File: src/hw/mccfg_defines.vh
`ifndef MCCFG_DEFINES_VH
`define MCCFG_DEFINES_VH

// Register offsets (word index on the serial link)
`define MCCFG_ADDR_DRIVE_MODE   7'h00
`define MCCFG_ADDR_COMM_OFFSET  7'h01
`define MCCFG_ADDR_LOCK_CRIT    7'h02
`define MCCFG_ADDR_TOL_SCALE    7'h03
`define MCCFG_ADDR_COMM_CTRL    7'h04
`define MCCFG_NUM_REGS          5
`define MCCFG_LAST_IDX          3'h4

// Reset values (unprogrammed memory)
`define MCCFG_RESET_VALUE       16'h0000

// Writable bit masks; reserved bits read as zero
`define MCCFG_MASK_DRIVE_MODE   16'hFFFF
`define MCCFG_MASK_COMM_OFFSET  16'h00FF
`define MCCFG_MASK_LOCK_CRIT    16'hFFFF
`define MCCFG_MASK_TOL_SCALE    16'hFFFF
`define MCCFG_MASK_COMM_CTRL    16'h3FFF

// Field positions, drive_mode_config
`define MCCFG_SWITCH_RATE_HI    7
`define MCCFG_SWITCH_RATE_LO    6
`define MCCFG_SPEED_CMD_HI      5
`define MCCFG_SPEED_CMD_LO      4
`define MCCFG_FEEDBACK_HI       3
`define MCCFG_FEEDBACK_LO       2
`define MCCFG_STOP_BEHAV_BIT    1
`define MCCFG_RETRY_BIT         0
// commutation_offset
`define MCCFG_ADVANCE_HI        7
`define MCCFG_ADVANCE_LO        0
// lock_criteria
`define MCCFG_EXTRA_REVS_HI     15
`define MCCFG_EXTRA_REVS_LO     8
`define MCCFG_MAX_PERIOD_HI     7
`define MCCFG_MAX_PERIOD_LO     0
// tolerance_and_duty_scale
`define MCCFG_BASIC_BIT         15
`define MCCFG_TOLERANCE_HI      14
`define MCCFG_TOLERANCE_LO      12
`define MCCFG_DUTY_SCALE_HI     11
`define MCCFG_DUTY_SCALE_LO     0
// commutation_control
`define MCCFG_CNT_RST_HI        13
`define MCCFG_CNT_RST_LO        12
`define MCCFG_DELAY_BIT         11
`define MCCFG_AUTO_ADV_BIT      10
`define MCCFG_AUTO_GAIN_BIT     9

// Serial frame layout
`define MCCFG_FRAME_BITS        5'd24
`define MCCFG_HEADER_BITS       5'd8
`define MCCFG_FRAME_RW_BIT      7

// Timing
`define MCCFG_CLK_KHZ           250000
`define MCCFG_CLK_MHZ           250
`define MCCFG_PWM_RATE0_KHZ     25
`define MCCFG_PWM_RATE1_KHZ     50
`define MCCFG_PWM_RATE2_KHZ     100
`define MCCFG_PWM_RATE3_KHZ     200
`define MCCFG_LOCK_UNIT_US      2560
`define MCCFG_LOCK_UNIT_CYC     20'd640000
`define MCCFG_TOL_BASE_SHIFT    4'h9

`endif

File: src/hw/mccfg_spi_slave.v
`timescale 1ns/1ps
`include "mccfg_defines.vh"

module mccfg_spi_slave (
    input  wire        sys_clk_in,
    input  wire        reset_in,
    input  wire        spi_sclk_in,
    input  wire        spi_cs_n_in,
    input  wire        spi_mosi_in,
    input  wire [15:0] rd_data_in,
    output wire [6:0]  addr_out,
    output wire        wr_pulse_out,
    output wire [15:0] wr_data_out,
    output wire        miso_out,
    output wire        miso_oe_out
);

    reg        sclk_prev_reg;
    reg [4:0]  bit_cnt_reg;
    reg [23:0] rx_reg;
    reg [15:0] tx_reg;
    reg        miso_reg;
    reg        oe_reg;
    reg        wr_reg;
    reg [6:0]  addr_reg;

    wire rise = spi_sclk_in & ~sclk_prev_reg;
    wire fall = ~spi_sclk_in & sclk_prev_reg;
    wire [23:0] rx_shift = {rx_reg[22:0], spi_mosi_in};

    always @(posedge sys_clk_in or posedge reset_in) begin
        if (reset_in) begin
            sclk_prev_reg <= 1'b0;
            bit_cnt_reg   <= 5'h00;
            rx_reg        <= 24'h00_0000;
            tx_reg        <= 16'h0000;
            miso_reg      <= 1'b0;
            oe_reg        <= 1'b0;
            wr_reg        <= 1'b0;
            addr_reg      <= 7'h00;
        end else begin
            sclk_prev_reg <= spi_sclk_in;
            wr_reg        <= 1'b0;
            oe_reg        <= ~spi_cs_n_in;
            if (spi_cs_n_in) begin
                bit_cnt_reg <= 5'h00;
                miso_reg    <= 1'b0;
            end else begin
                if (rise && bit_cnt_reg != `MCCFG_FRAME_BITS) begin
                    rx_reg      <= rx_shift;
                    bit_cnt_reg <= bit_cnt_reg + 5'h01;
                    if (bit_cnt_reg == `MCCFG_HEADER_BITS - 5'h01)
                        addr_reg <= rx_shift[6:0];
                    if (bit_cnt_reg == `MCCFG_FRAME_BITS - 5'h01)
                        wr_reg <= ~rx_shift[16 + `MCCFG_FRAME_RW_BIT];
                end
                if (bit_cnt_reg == `MCCFG_HEADER_BITS && rise == 1'b0 && fall == 1'b0
                    && sclk_prev_reg)
                    tx_reg <= rd_data_in;
                if (fall && bit_cnt_reg >= `MCCFG_HEADER_BITS) begin
                    miso_reg <= tx_reg[15];
                    tx_reg   <= {tx_reg[14:0], 1'b0};
                end
            end
        end
    end

    assign addr_out     = addr_reg;
    assign wr_pulse_out = wr_reg;
    assign wr_data_out  = rx_reg[15:0];
    assign miso_out     = miso_reg;
    assign miso_oe_out  = oe_reg;

endmodule // mccfg_spi_slave

File: src/hw/mccfg_top.v
`timescale 1ns/1ps
`include "mccfg_defines.vh"

module mccfg_top #(
    parameter [19:0] LOCK_UNIT_CYCLES = `MCCFG_LOCK_UNIT_CYC
) (
    input  wire        sys_clk_in,
    input  wire        reset_in,
    input  wire        spi_sclk_in,
    input  wire        spi_cs_n_in,
    input  wire        spi_mosi_in,
    output wire        spi_miso_out,
    output wire        spi_miso_oe_out,
    input  wire        config_source_pin_in,
    output reg         nvm_req_out,
    output reg  [2:0]  nvm_addr_out,
    output reg         nvm_use_eeprom_out,
    input  wire [15:0] nvm_data_in,
    input  wire        nvm_valid_in,
    output reg         config_loaded_out,
    input  wire        hall_u_in,
    input  wire        hall_v_in,
    input  wire        hall_w_in,
    input  wire        frequency_feedback_amp_in,
    input  wire        tachometer_input_in,
    input  wire        enable_in,
    input  wire        fault_in,
    input  wire [11:0] duty_in,
    output reg  [13:0] switch_period_out,
    output reg  [1:0]  speed_cmd_source_out,
    output reg         speed_cmd_reserved_out,
    output reg         speed_feedback_out,
    output reg         phase_hiz_out,
    output reg         low_side_brake_out,
    output reg         drive_off_out,
    output reg  [7:0]  advance_count_out,
    output reg         advance_lag_out,
    output reg         three_hall_120_out,
    output reg         speed_locked_out,
    output reg  [11:0] scaled_duty_out,
    output reg         comm_counter_reset_out,
    output reg         auto_advance_en_out,
    output reg         auto_gain_en_out
);

    localparam [31:0] PER0 = `MCCFG_CLK_KHZ / `MCCFG_PWM_RATE0_KHZ;
    localparam [31:0] PER1 = `MCCFG_CLK_KHZ / `MCCFG_PWM_RATE1_KHZ;
    localparam [31:0] PER2 = `MCCFG_CLK_KHZ / `MCCFG_PWM_RATE2_KHZ;
    localparam [31:0] PER3 = `MCCFG_CLK_KHZ / `MCCFG_PWM_RATE3_KHZ;

    localparam [1:0] LD_REQ  = 2'h0;
    localparam [1:0] LD_WAIT = 2'h1;
    localparam [1:0] LD_DONE = 2'h2;

    reg  [15:0] cfg_reg [0:`MCCFG_NUM_REGS-1];
    reg  [1:0]  ld_state_reg;
    reg  [1:0]  ld_state_next;
    reg         ld_write;
    reg  [15:0] rd_data;

    wire [6:0]  spi_addr;
    wire        spi_wr;
    wire [15:0] spi_wdata;

    mccfg_spi_slave u_spi (
        .sys_clk_in   (sys_clk_in),
        .reset_in     (reset_in),
        .spi_sclk_in  (spi_sclk_in),
        .spi_cs_n_in  (spi_cs_n_in),
        .spi_mosi_in  (spi_mosi_in),
        .rd_data_in   (rd_data),
        .addr_out     (spi_addr),
        .wr_pulse_out (spi_wr),
        .wr_data_out  (spi_wdata),
        .miso_out     (spi_miso_out),
        .miso_oe_out  (spi_miso_oe_out)
    );

    function [15:0] reg_mask;
        input [2:0] idx;
        begin
            case (idx)
                3'h0:    reg_mask = `MCCFG_MASK_DRIVE_MODE;
                3'h1:    reg_mask = `MCCFG_MASK_COMM_OFFSET;
                3'h2:    reg_mask = `MCCFG_MASK_LOCK_CRIT;
                3'h3:    reg_mask = `MCCFG_MASK_TOL_SCALE;
                3'h4:    reg_mask = `MCCFG_MASK_COMM_CTRL;
                default: reg_mask = 16'h0000;
            endcase
        end
    endfunction

    // Register storage; a serial write wins over a memory load
    genvar gi;
    generate
        for (gi = 0; gi < `MCCFG_NUM_REGS; gi = gi + 1) begin : g_reg
            always @(posedge sys_clk_in or posedge reset_in) begin
                if (reset_in) begin
                    cfg_reg[gi] <= `MCCFG_RESET_VALUE;
                end else if (spi_wr && spi_addr == gi) begin
                    cfg_reg[gi] <= spi_wdata & reg_mask(gi);
                end else if (ld_write && nvm_addr_out == gi) begin
                    cfg_reg[gi] <= nvm_data_in & reg_mask(gi);
                end
            end
        end
    endgenerate

    // Read mux; unmapped addresses read zero
    always @* begin
        rd_data = 16'h0000;
        if (spi_addr < `MCCFG_NUM_REGS)
            rd_data = cfg_reg[spi_addr[2:0]];
    end

    // Memory load sequence after reset
    always @* begin
        ld_state_next = ld_state_reg;
        ld_write      = 1'b0;
        case (ld_state_reg)
            LD_REQ:  ld_state_next = LD_WAIT;
            LD_WAIT: begin
                if (nvm_valid_in) begin
                    ld_write = 1'b1;
                    if (nvm_addr_out == `MCCFG_LAST_IDX)
                        ld_state_next = LD_DONE;
                    else
                        ld_state_next = LD_REQ;
                end
            end
            LD_DONE: ld_state_next = LD_DONE;
            default: ld_state_next = LD_DONE;
        endcase
    end

    always @(posedge sys_clk_in or posedge reset_in) begin
        if (reset_in) begin
            ld_state_reg       <= LD_REQ;
            nvm_req_out        <= 1'b0;
            nvm_addr_out       <= 3'h0;
            nvm_use_eeprom_out <= 1'b0;
            config_loaded_out  <= 1'b0;
        end else begin
            ld_state_reg      <= ld_state_next;
            nvm_req_out       <= (ld_state_next == LD_WAIT);
            config_loaded_out <= (ld_state_next == LD_DONE);
            if (ld_state_reg == LD_REQ && nvm_addr_out == 3'h0)
                nvm_use_eeprom_out <= config_source_pin_in;
            if (ld_write && nvm_addr_out != `MCCFG_LAST_IDX)
                nvm_addr_out <= nvm_addr_out + 3'h1;
        end
    end

    // Field views
    wire [1:0]  f_rate     = cfg_reg[0][`MCCFG_SWITCH_RATE_HI:`MCCFG_SWITCH_RATE_LO];
    wire [1:0]  f_cmd      = cfg_reg[0][`MCCFG_SPEED_CMD_HI:`MCCFG_SPEED_CMD_LO];
    wire [1:0]  f_fb       = cfg_reg[0][`MCCFG_FEEDBACK_HI:`MCCFG_FEEDBACK_LO];
    wire        f_stop     = cfg_reg[0][`MCCFG_STOP_BEHAV_BIT];
    wire        f_retry    = cfg_reg[0][`MCCFG_RETRY_BIT];
    wire [7:0]  f_adv      = cfg_reg[1][`MCCFG_ADVANCE_HI:`MCCFG_ADVANCE_LO];
    wire [7:0]  f_revs     = cfg_reg[2][`MCCFG_EXTRA_REVS_HI:`MCCFG_EXTRA_REVS_LO];
    wire [7:0]  f_maxper   = cfg_reg[2][`MCCFG_MAX_PERIOD_HI:`MCCFG_MAX_PERIOD_LO];
    wire        f_basic    = cfg_reg[3][`MCCFG_BASIC_BIT];
    wire [2:0]  f_tol      = cfg_reg[3][`MCCFG_TOLERANCE_HI:`MCCFG_TOLERANCE_LO];
    wire [11:0] f_scale    = cfg_reg[3][`MCCFG_DUTY_SCALE_HI:`MCCFG_DUTY_SCALE_LO];
    wire [1:0]  f_cnt_rst  = cfg_reg[4][`MCCFG_CNT_RST_HI:`MCCFG_CNT_RST_LO];
    wire        f_delay    = cfg_reg[4][`MCCFG_DELAY_BIT];
    wire        f_auto_adv = cfg_reg[4][`MCCFG_AUTO_ADV_BIT];
    wire        f_auto_gn  = cfg_reg[4][`MCCFG_AUTO_GAIN_BIT];

    // Hall period measurement and lock
    reg         hall_prev_reg;
    reg  [27:0] per_cnt_reg;
    reg  [27:0] last_per_reg;
    reg  [7:0]  rev_cnt_reg;
    reg  [2:0]  edge_cnt_reg;
    reg         fault_latch_reg;
    wire        hall_edge = hall_u_in & ~hall_prev_reg;
    wire [27:0] max_lim   = f_maxper * LOCK_UNIT_CYCLES;
    wire [3:0]  tol_shift = `MCCFG_TOL_BASE_SHIFT - {1'b0, f_tol};
    wire [27:0] tol_lim   = per_cnt_reg >> tol_shift;
    wire [27:0] per_diff  = (per_cnt_reg > last_per_reg) ? per_cnt_reg - last_per_reg
                                                         : last_per_reg - per_cnt_reg;
    wire        crit_ok   = (per_cnt_reg <= max_lim) && (per_diff <= tol_lim)
                            && (last_per_reg != 28'h000_0000);
    wire [2:0]  rst_mask  = (3'h1 << f_cnt_rst) - 3'h1;
    wire [23:0] duty_prod = duty_in * f_scale;
    wire        drive_off = fault_latch_reg | fault_in;

    always @(posedge sys_clk_in or posedge reset_in) begin
        if (reset_in) begin
            hall_prev_reg          <= 1'b0;
            per_cnt_reg            <= 28'h000_0000;
            last_per_reg           <= 28'h000_0000;
            rev_cnt_reg            <= 8'h00;
            edge_cnt_reg           <= 3'h0;
            fault_latch_reg        <= 1'b0;
            speed_locked_out       <= 1'b0;
            comm_counter_reset_out <= 1'b0;
        end else begin
            hall_prev_reg          <= hall_u_in;
            comm_counter_reset_out <= 1'b0;
            if (!f_retry && fault_in)
                fault_latch_reg <= 1'b1;
            if (hall_edge) begin
                per_cnt_reg  <= 28'h000_0001;
                last_per_reg <= per_cnt_reg;
                edge_cnt_reg <= edge_cnt_reg + 3'h1;
                comm_counter_reset_out <= ((edge_cnt_reg & rst_mask) == 3'h0);
                if (crit_ok) begin
                    if (rev_cnt_reg >= f_revs)
                        speed_locked_out <= 1'b1;
                    else
                        rev_cnt_reg <= rev_cnt_reg + 8'h01;
                end else begin
                    rev_cnt_reg      <= 8'h00;
                    speed_locked_out <= 1'b0;
                end
            end else if (per_cnt_reg != 28'hFFF_FFFF) begin
                per_cnt_reg <= per_cnt_reg + 28'h000_0001;
                if (per_cnt_reg > max_lim)
                    speed_locked_out <= 1'b0;
            end
        end
    end

    // Decoded configuration outputs
    always @(posedge sys_clk_in or posedge reset_in) begin
        if (reset_in) begin
            switch_period_out      <= 14'h0000;
            speed_cmd_source_out   <= 2'h0;
            speed_cmd_reserved_out <= 1'b0;
            speed_feedback_out     <= 1'b0;
            phase_hiz_out          <= 1'b1;
            low_side_brake_out     <= 1'b0;
            drive_off_out          <= 1'b0;
            advance_count_out      <= 8'h00;
            advance_lag_out        <= 1'b0;
            three_hall_120_out     <= 1'b0;
            scaled_duty_out        <= 12'h000;
            auto_advance_en_out    <= 1'b0;
            auto_gain_en_out       <= 1'b0;
        end else begin
            case (f_rate)
                2'h0:    switch_period_out <= PER0[13:0];
                2'h1:    switch_period_out <= PER1[13:0];
                2'h2:    switch_period_out <= PER2[13:0];
                default: switch_period_out <= PER3[13:0];
            endcase
            speed_cmd_source_out   <= f_cmd;
            speed_cmd_reserved_out <= (f_cmd == 2'h3);
            case (f_fb)
                2'h0:    speed_feedback_out <= hall_u_in;
                2'h1:    speed_feedback_out <= hall_u_in ^ hall_v_in ^ hall_w_in;
                2'h2:    speed_feedback_out <= frequency_feedback_amp_in;
                default: speed_feedback_out <= tachometer_input_in;
            endcase
            drive_off_out      <= drive_off;
            phase_hiz_out      <= drive_off | (~enable_in & ~f_stop);
            low_side_brake_out <= ~drive_off & ~enable_in & f_stop;
            advance_count_out  <= f_basic ? 8'h00 : f_adv;
            advance_lag_out    <= f_delay;
            three_hall_120_out <= f_basic;
            if (f_cmd == 2'h1)
                scaled_duty_out <= duty_prod[23:12];
            else
                scaled_duty_out <= duty_in;
            auto_advance_en_out <= f_auto_adv;
            auto_gain_en_out    <= f_auto_gn;
        end
    end

endmodule // mccfg_top

File: config.mk
export PLATFORM = sky130hd
export DESIGN_NAME = mccfg_top
export DESIGN_NICKNAME = d
export VERILOG_FILES = /design/src/hw/mccfg_spi_slave.v /design/src/hw/mccfg_top.v
export VERILOG_INCLUDE_DIRS = /design/src /design/src/hw
export SDC_FILE = /design/constraint.sdc
export NUM_CORES = 1
export LEC_CHECK = 0
export BUFFER_PORTS_ARGS = -buffer_cell sky130_fd_sc_hd__buf_2
export CORE_UTILIZATION = 25
export CTS_CLUSTER_DIAMETER = 50
export DETAILED_ROUTE_END_ITERATION = 8
export SLEW_MARGIN = 10
export SYNTH_ARGS = -nofsm -noshare
export SYNTH_HDL_FRONTEND = slang
export SYNTH_HIERARCHICAL = 1
export SYNTH_SLANG_ARGS = --single-unit
export TNS_END_PERCENT = 10
File: constraint.sdc
create_clock -name sys_clk_in -period 23.1 [get_ports sys_clk_in]
set_input_delay 6.93 -clock sys_clk_in [delete_from_list [all_inputs] [get_ports sys_clk_in]]
set_output_delay 6.93 -clock sys_clk_in [all_outputs]
set_load 0.02 [all_outputs]
== After elaboration in Yosys (flattened, before gate mapping) ==
Cells that the tools add are included.
Word-level totals
  register bits after elaboration: 259
  bits of input ports: 42
  logic and storage cells: 193
Cells by class
  $add $sub $neg: 9
  multipliers: 2
  magnitude comparators: 8
  equal/unequal tests: 25
  shift operators: 2
  mux-type cells: 43
  bitwise logic cells: 22
  reduce and logical (&&, ||, !) cells: 43
Operators with widths (number)
  $mux W16: 15
  $mux W28: 3
  $gt A28 B28 Y1: 2
  $le A28 B28 Y1: 2
  $sub A28 B28 Y28: 2
  $bmux W16 S3: 1
  $pmux W14 S3: 1
  $add A28 B1 Y28 const B: 1
  $ne A28 B28 Y1 const B: 1
  $reduce_bool A28 Y1: 1
  $shr A28 B4 Y28: 1
  $mul A12 B12 Y24: 1
  $mux W8: 3
  $logic_and A1 B1 Y1: 20
  $reduce_bool A2 Y1: 10
  $mul A8 B10 Y18 const B: 1
  $eq A7 B2 Y1 const B: 2
  $mux W1: 13
  $mux W12: 1
  $eq A2 B1 Y1 const B: 5
  $mux W5: 2
  $not A1 Y1: 10
  $add A8 B1 Y8 const B: 1
  $eq A2 B2 Y1 const B: 4
  other kinds (35): 51

== Depth between registers and ports, before layout ==
  depth after elaboration: 8
  mapped depth: 30
  depth with buffers taken out: 29

== Cells and area by module ==
The synthesis kept the hierarchy.
By module, submodules not included
  mccfg_top: instances 1, cells each 2197, area an instance 19251.0 um^2, seq. area each 4730.8 um^2
  mccfg_spi_slave: instances 1, cells each 192, area an instance 2427.3 um^2, seq. area each 1376.3 um^2

== Worst setup path after synthesis ==
OpenSTA, ideal clock, no wires.
  path kind: input-to-reg
  start point: input port duty_in[1]
  end point: register scaled_duty_out[11]
  setup time: 124 ps
  arrival: 11976 ps
  required time: 22976 ps
  slack: 11000 ps
  stages: 19
  path buffers: 1
  cells stage by stage: clkbuf_1 nand2_1 fa_1 inv_1 fa_1 fa_1 inv_1 fa_1 inv_1 fa_1 ha_1 a21o_1 a221o_1 a221o_2 a211o_1 a21o_1 a21oi_1 xnor2_1 o21ai_1
On the way
  cells in the longest elaborated chain, start to end: 2
RTL lines
  from (decl): line mccfg_top.v:28  | input wire [11:0] duty_in,
  $mul A12 B12 Y24: line mccfg_top.v:187  | wire [23:0] duty_prod = duty_in * f_scale;
  $mux W12: line mccfg_top.v:264  | if (f_cmd == 2'h1)
  to (signal assigned): line mccfg_top.v:265  | scaled_duty_out <= duty_prod[23:12];
  to (signal assigned): line mccfg_top.v:267  | scaled_duty_out <= duty_in;
  to (decl): line mccfg_top.v:40  | output reg [11:0] scaled_duty_out,
No other way between the ends.
A chain may end at the register's enable or synchronous reset.

== Worst setup path after layout ==
  start point: input port duty_in[2]
  end point: register scaled_duty_out[11]
Same word-level chain as after synthesis.

==> results.toml <==
[critical_path]
crit_path_frequent_cell = "fa_1"
crit_type = "in2reg"
crit_path_max_incr_delay_ps = 540
reg2reg_from = "cfg_reg[35]"
critPathLaunch = "duty_in[2]"
path_delay_family = "adder cells"
slowest_stage = "fa_1"
crit_chain = "buf_2 > nand2_1 > fa_1 > inv_1 > fa_1 > fa_1 > fa_1 > fa_1 > ha_1 > a21o_1 > a221o_1 > a221o_2 > a211o_1 > a21o_1 > a21oi_1 > xnor2_1 > o21ai_1"
cp.required_ps = 23550
worst_ep_arrival_time_ps = 12210
end_kind = "flop"
cp_num_buf_inv = 2
start_kind = "input pin"
crit_fanout = 13

[timing]
clock_skew_ps = 16.5
final_max_slew_viol_count = 0
rsz0062_at_grt = "no"
tns_ps = 0
setup_viol = 0
period_share_pct = 50.9
relSlewSlack_pct = 19.3
fmax_mhz = 85.0
hold_violations = 0
min_period_ps = 11760
tightest_slew_ps = 1210

[yosys]
yosysTopAreaCell = "dfrtp_1"
syn_avg_cell_area_um2 = 9.07
synth-seq-cells = 244
synth_cells = 2389
synth_cell_types = 86
ys.flop_type = "dfrtp_1"
syn_nets = 2767
ys_top_cells_by_area = "dfrtp_1 28%, ha_1 13%, fa_1 10%"
syn_area_mm2 = 0.0217
synth_edf_count = 0
synth_top_cell_area_share_pct = 28.1
ys_warn_count = 6
synthArstFlopShare_pct = 100
seq_area_frac_synth_pct = 28.2

[finish]
fin_cells = 3572
num-fill-cells = 9126
nNetsFinal = 2780
largest_reg_flops = 70
drive_above_1_share_pct = 10.9
area_delta_synth_final_pct = 11.5

[clock_network]
numCtsBuffers = 31
cts_tree = "yes"
clk_latency_ps = 600
path_clk_slew_ps = 60
ctsResizeCount = 0
clockBufferDepth = 3
hold_buffers = 0
clkSinkCount = 244
root_buffer = "clkbuf_16"
postCtsSetupBuffers = 0
htreeDepth = 1

[floorplan]
rows = 107
start_util_pct = 25.3
die_h_um = 296
coreArea_mm2 = 0.0855
die-area_mm2 = 0.0879
num_io_pins = 97
die_w_um = 296

[placement]
place_hpwl_um = 44600
io_buffers = 95
gp_congestion = 0.870
placed_cells = 3513

[route]
ant_nets = 0
via_per_inst = 4.72
drtIter0Drc = 1096
wl_um = 59000
drtPass1Iterations = 5
post-route-drc-count = 0
wl_per_cell_um = 16.5
vias = 16900

[grt]
grt_overflow_total = 0
grtUsageTotal_pct = 13.5
grt_pass1_vias = 16900
grt_max_degree = 88
antenna_found_initial = 2
grt_pass1_wl_um = 94400

[hold_path]
hp-start = "fault_latch_reg"
holdCritPathClass = "reg2reg"

[flow_run]
drv_cap = 0

[run_status]
outcome = "completed"
## cells by family (layout without fill, tap and decap cells)
| logic type | Yosys count | in the layout | share of synthesized area (%) |
|---|---|---|---|
| simple gates | 696 | 696 | 15.0 |
| other cells | 1 | 3 | 0.0173 |
| fa+ha+maj | 336 | 336 | 23.3 |
| compound gates | 463 | 463 | 12.7 |
| buf+inv | 382 | 419 | 7.21 |
| flops | 244 | 244 | 28.2 |
| mux | 189 | 189 | 10.4 |
| xor+xnor | 78 | 78 | 3.15 |
## cell usage after synthesis (6+ instances only)
library cell,n
nand2_1,260
o31ai_1,6
ha_1,223
buf_2,22
and2_1,52
a21o_1,47
o21a_1,9
fa_1,113
a21oi_1,209
mux2_4,7
nor2_1,200
nand2b_1,16
o21ai_1,13
o21bai_1,7
mux2_2,27
nor4_1,14
dfrtp_1,243
mux2i_1,132
nand4_1,27
buf_1,6
xor2_1,30
nor2b_1,24
clkbuf_1,83
buf_4,27
xnor2_1,48
or2_2,13
and4_1,7
a31oi_1,11
nor3_1,16
mux4_2,19
inv_1,242
and3_1,10
nand3_1,25
o21ai_0,105
## layer usage
layer	global-route usage, %	wire length, µm	vias up
met4	3.83	1490	0
met3	1.56	2520	75
li1	-	-	8105
met2	22.8	28100	363
met1	18.1	26800	8317
met5	0	0	-
## cells in the final DEF (no fill, tap or decap), drive strengths merged, types with 48 or more instances in the layout
master / netlist / layout
ha: 223 / 223
xnor2: 48 / 48
dfrtp: 243 / 243
o21ai: 118 / 118
buf: 55 / 118
mux2i: 132 / 132
fa: 113 / 113
and2: 52 / 52
inv: 243 / 251
a21oi: 210 / 210
nor2: 201 / 201
nand2: 261 / 261
## worst register-to-register path: cells and delay by family (launching register included)
family | cells | cell delay (ps)
flip-flops | 1 | 550
adder cells (fa/ha/maj) | 6 | 2280
AO/OA/AOI/OAI | 13 | 3590
buffers and inverters | 2 | 110
AND/OR/NAND/NOR | 5 | 790
## worst paths after layout
path | endpoint | slack (ps) | cells past startpoint
max | scaled_duty_out[11] | 11340 | 17
min | fault_latch_reg | 440 | 1
max reg2reg | rev_cnt_reg[6] | 15680 | 26
min reg2reg | fault_latch_reg | 440 | 1
max in group asynchronous | last_per_reg[4] | 14630 | 4
min in group asynchronous | cfg_reg[66] | 6390 | 2
## stage by stage
| step | utilization [%] | setup slack (ps) | instance area [µm²] | hold slack (ps) |
|---|---|---|---|---|
| floorplan | - | 11000 | 21700 | 373 |
| global placement | 27.0 | 10760 | 23100 | 430 |
| detailed placement | 27.0 | 10720 | 23100 | 423 |
| CTS | 28.3 | 11370 | 24200 | 446 |
| global route | 28.3 | 11060 | 24200 | 452 |
| finish | 28.3 | 11340 | 24200 | 445 |
## layout make-up
class	count	area [µm²]	area share [%]
clock buffer	38	842	3.48
sequential	244	6110	25.3
tap	1144	1430	5.92
multi-input combinational	1763	14000	58.0
timing repair buffer	118	648	2.68
inverter	244	923	3.82
antenna	2	5.00	0.0207
clock inverter	19	191	0.792
Power is not shown: default switching activity piles up to over one toggle a cycle in this logic, so the estimate is an artifact.
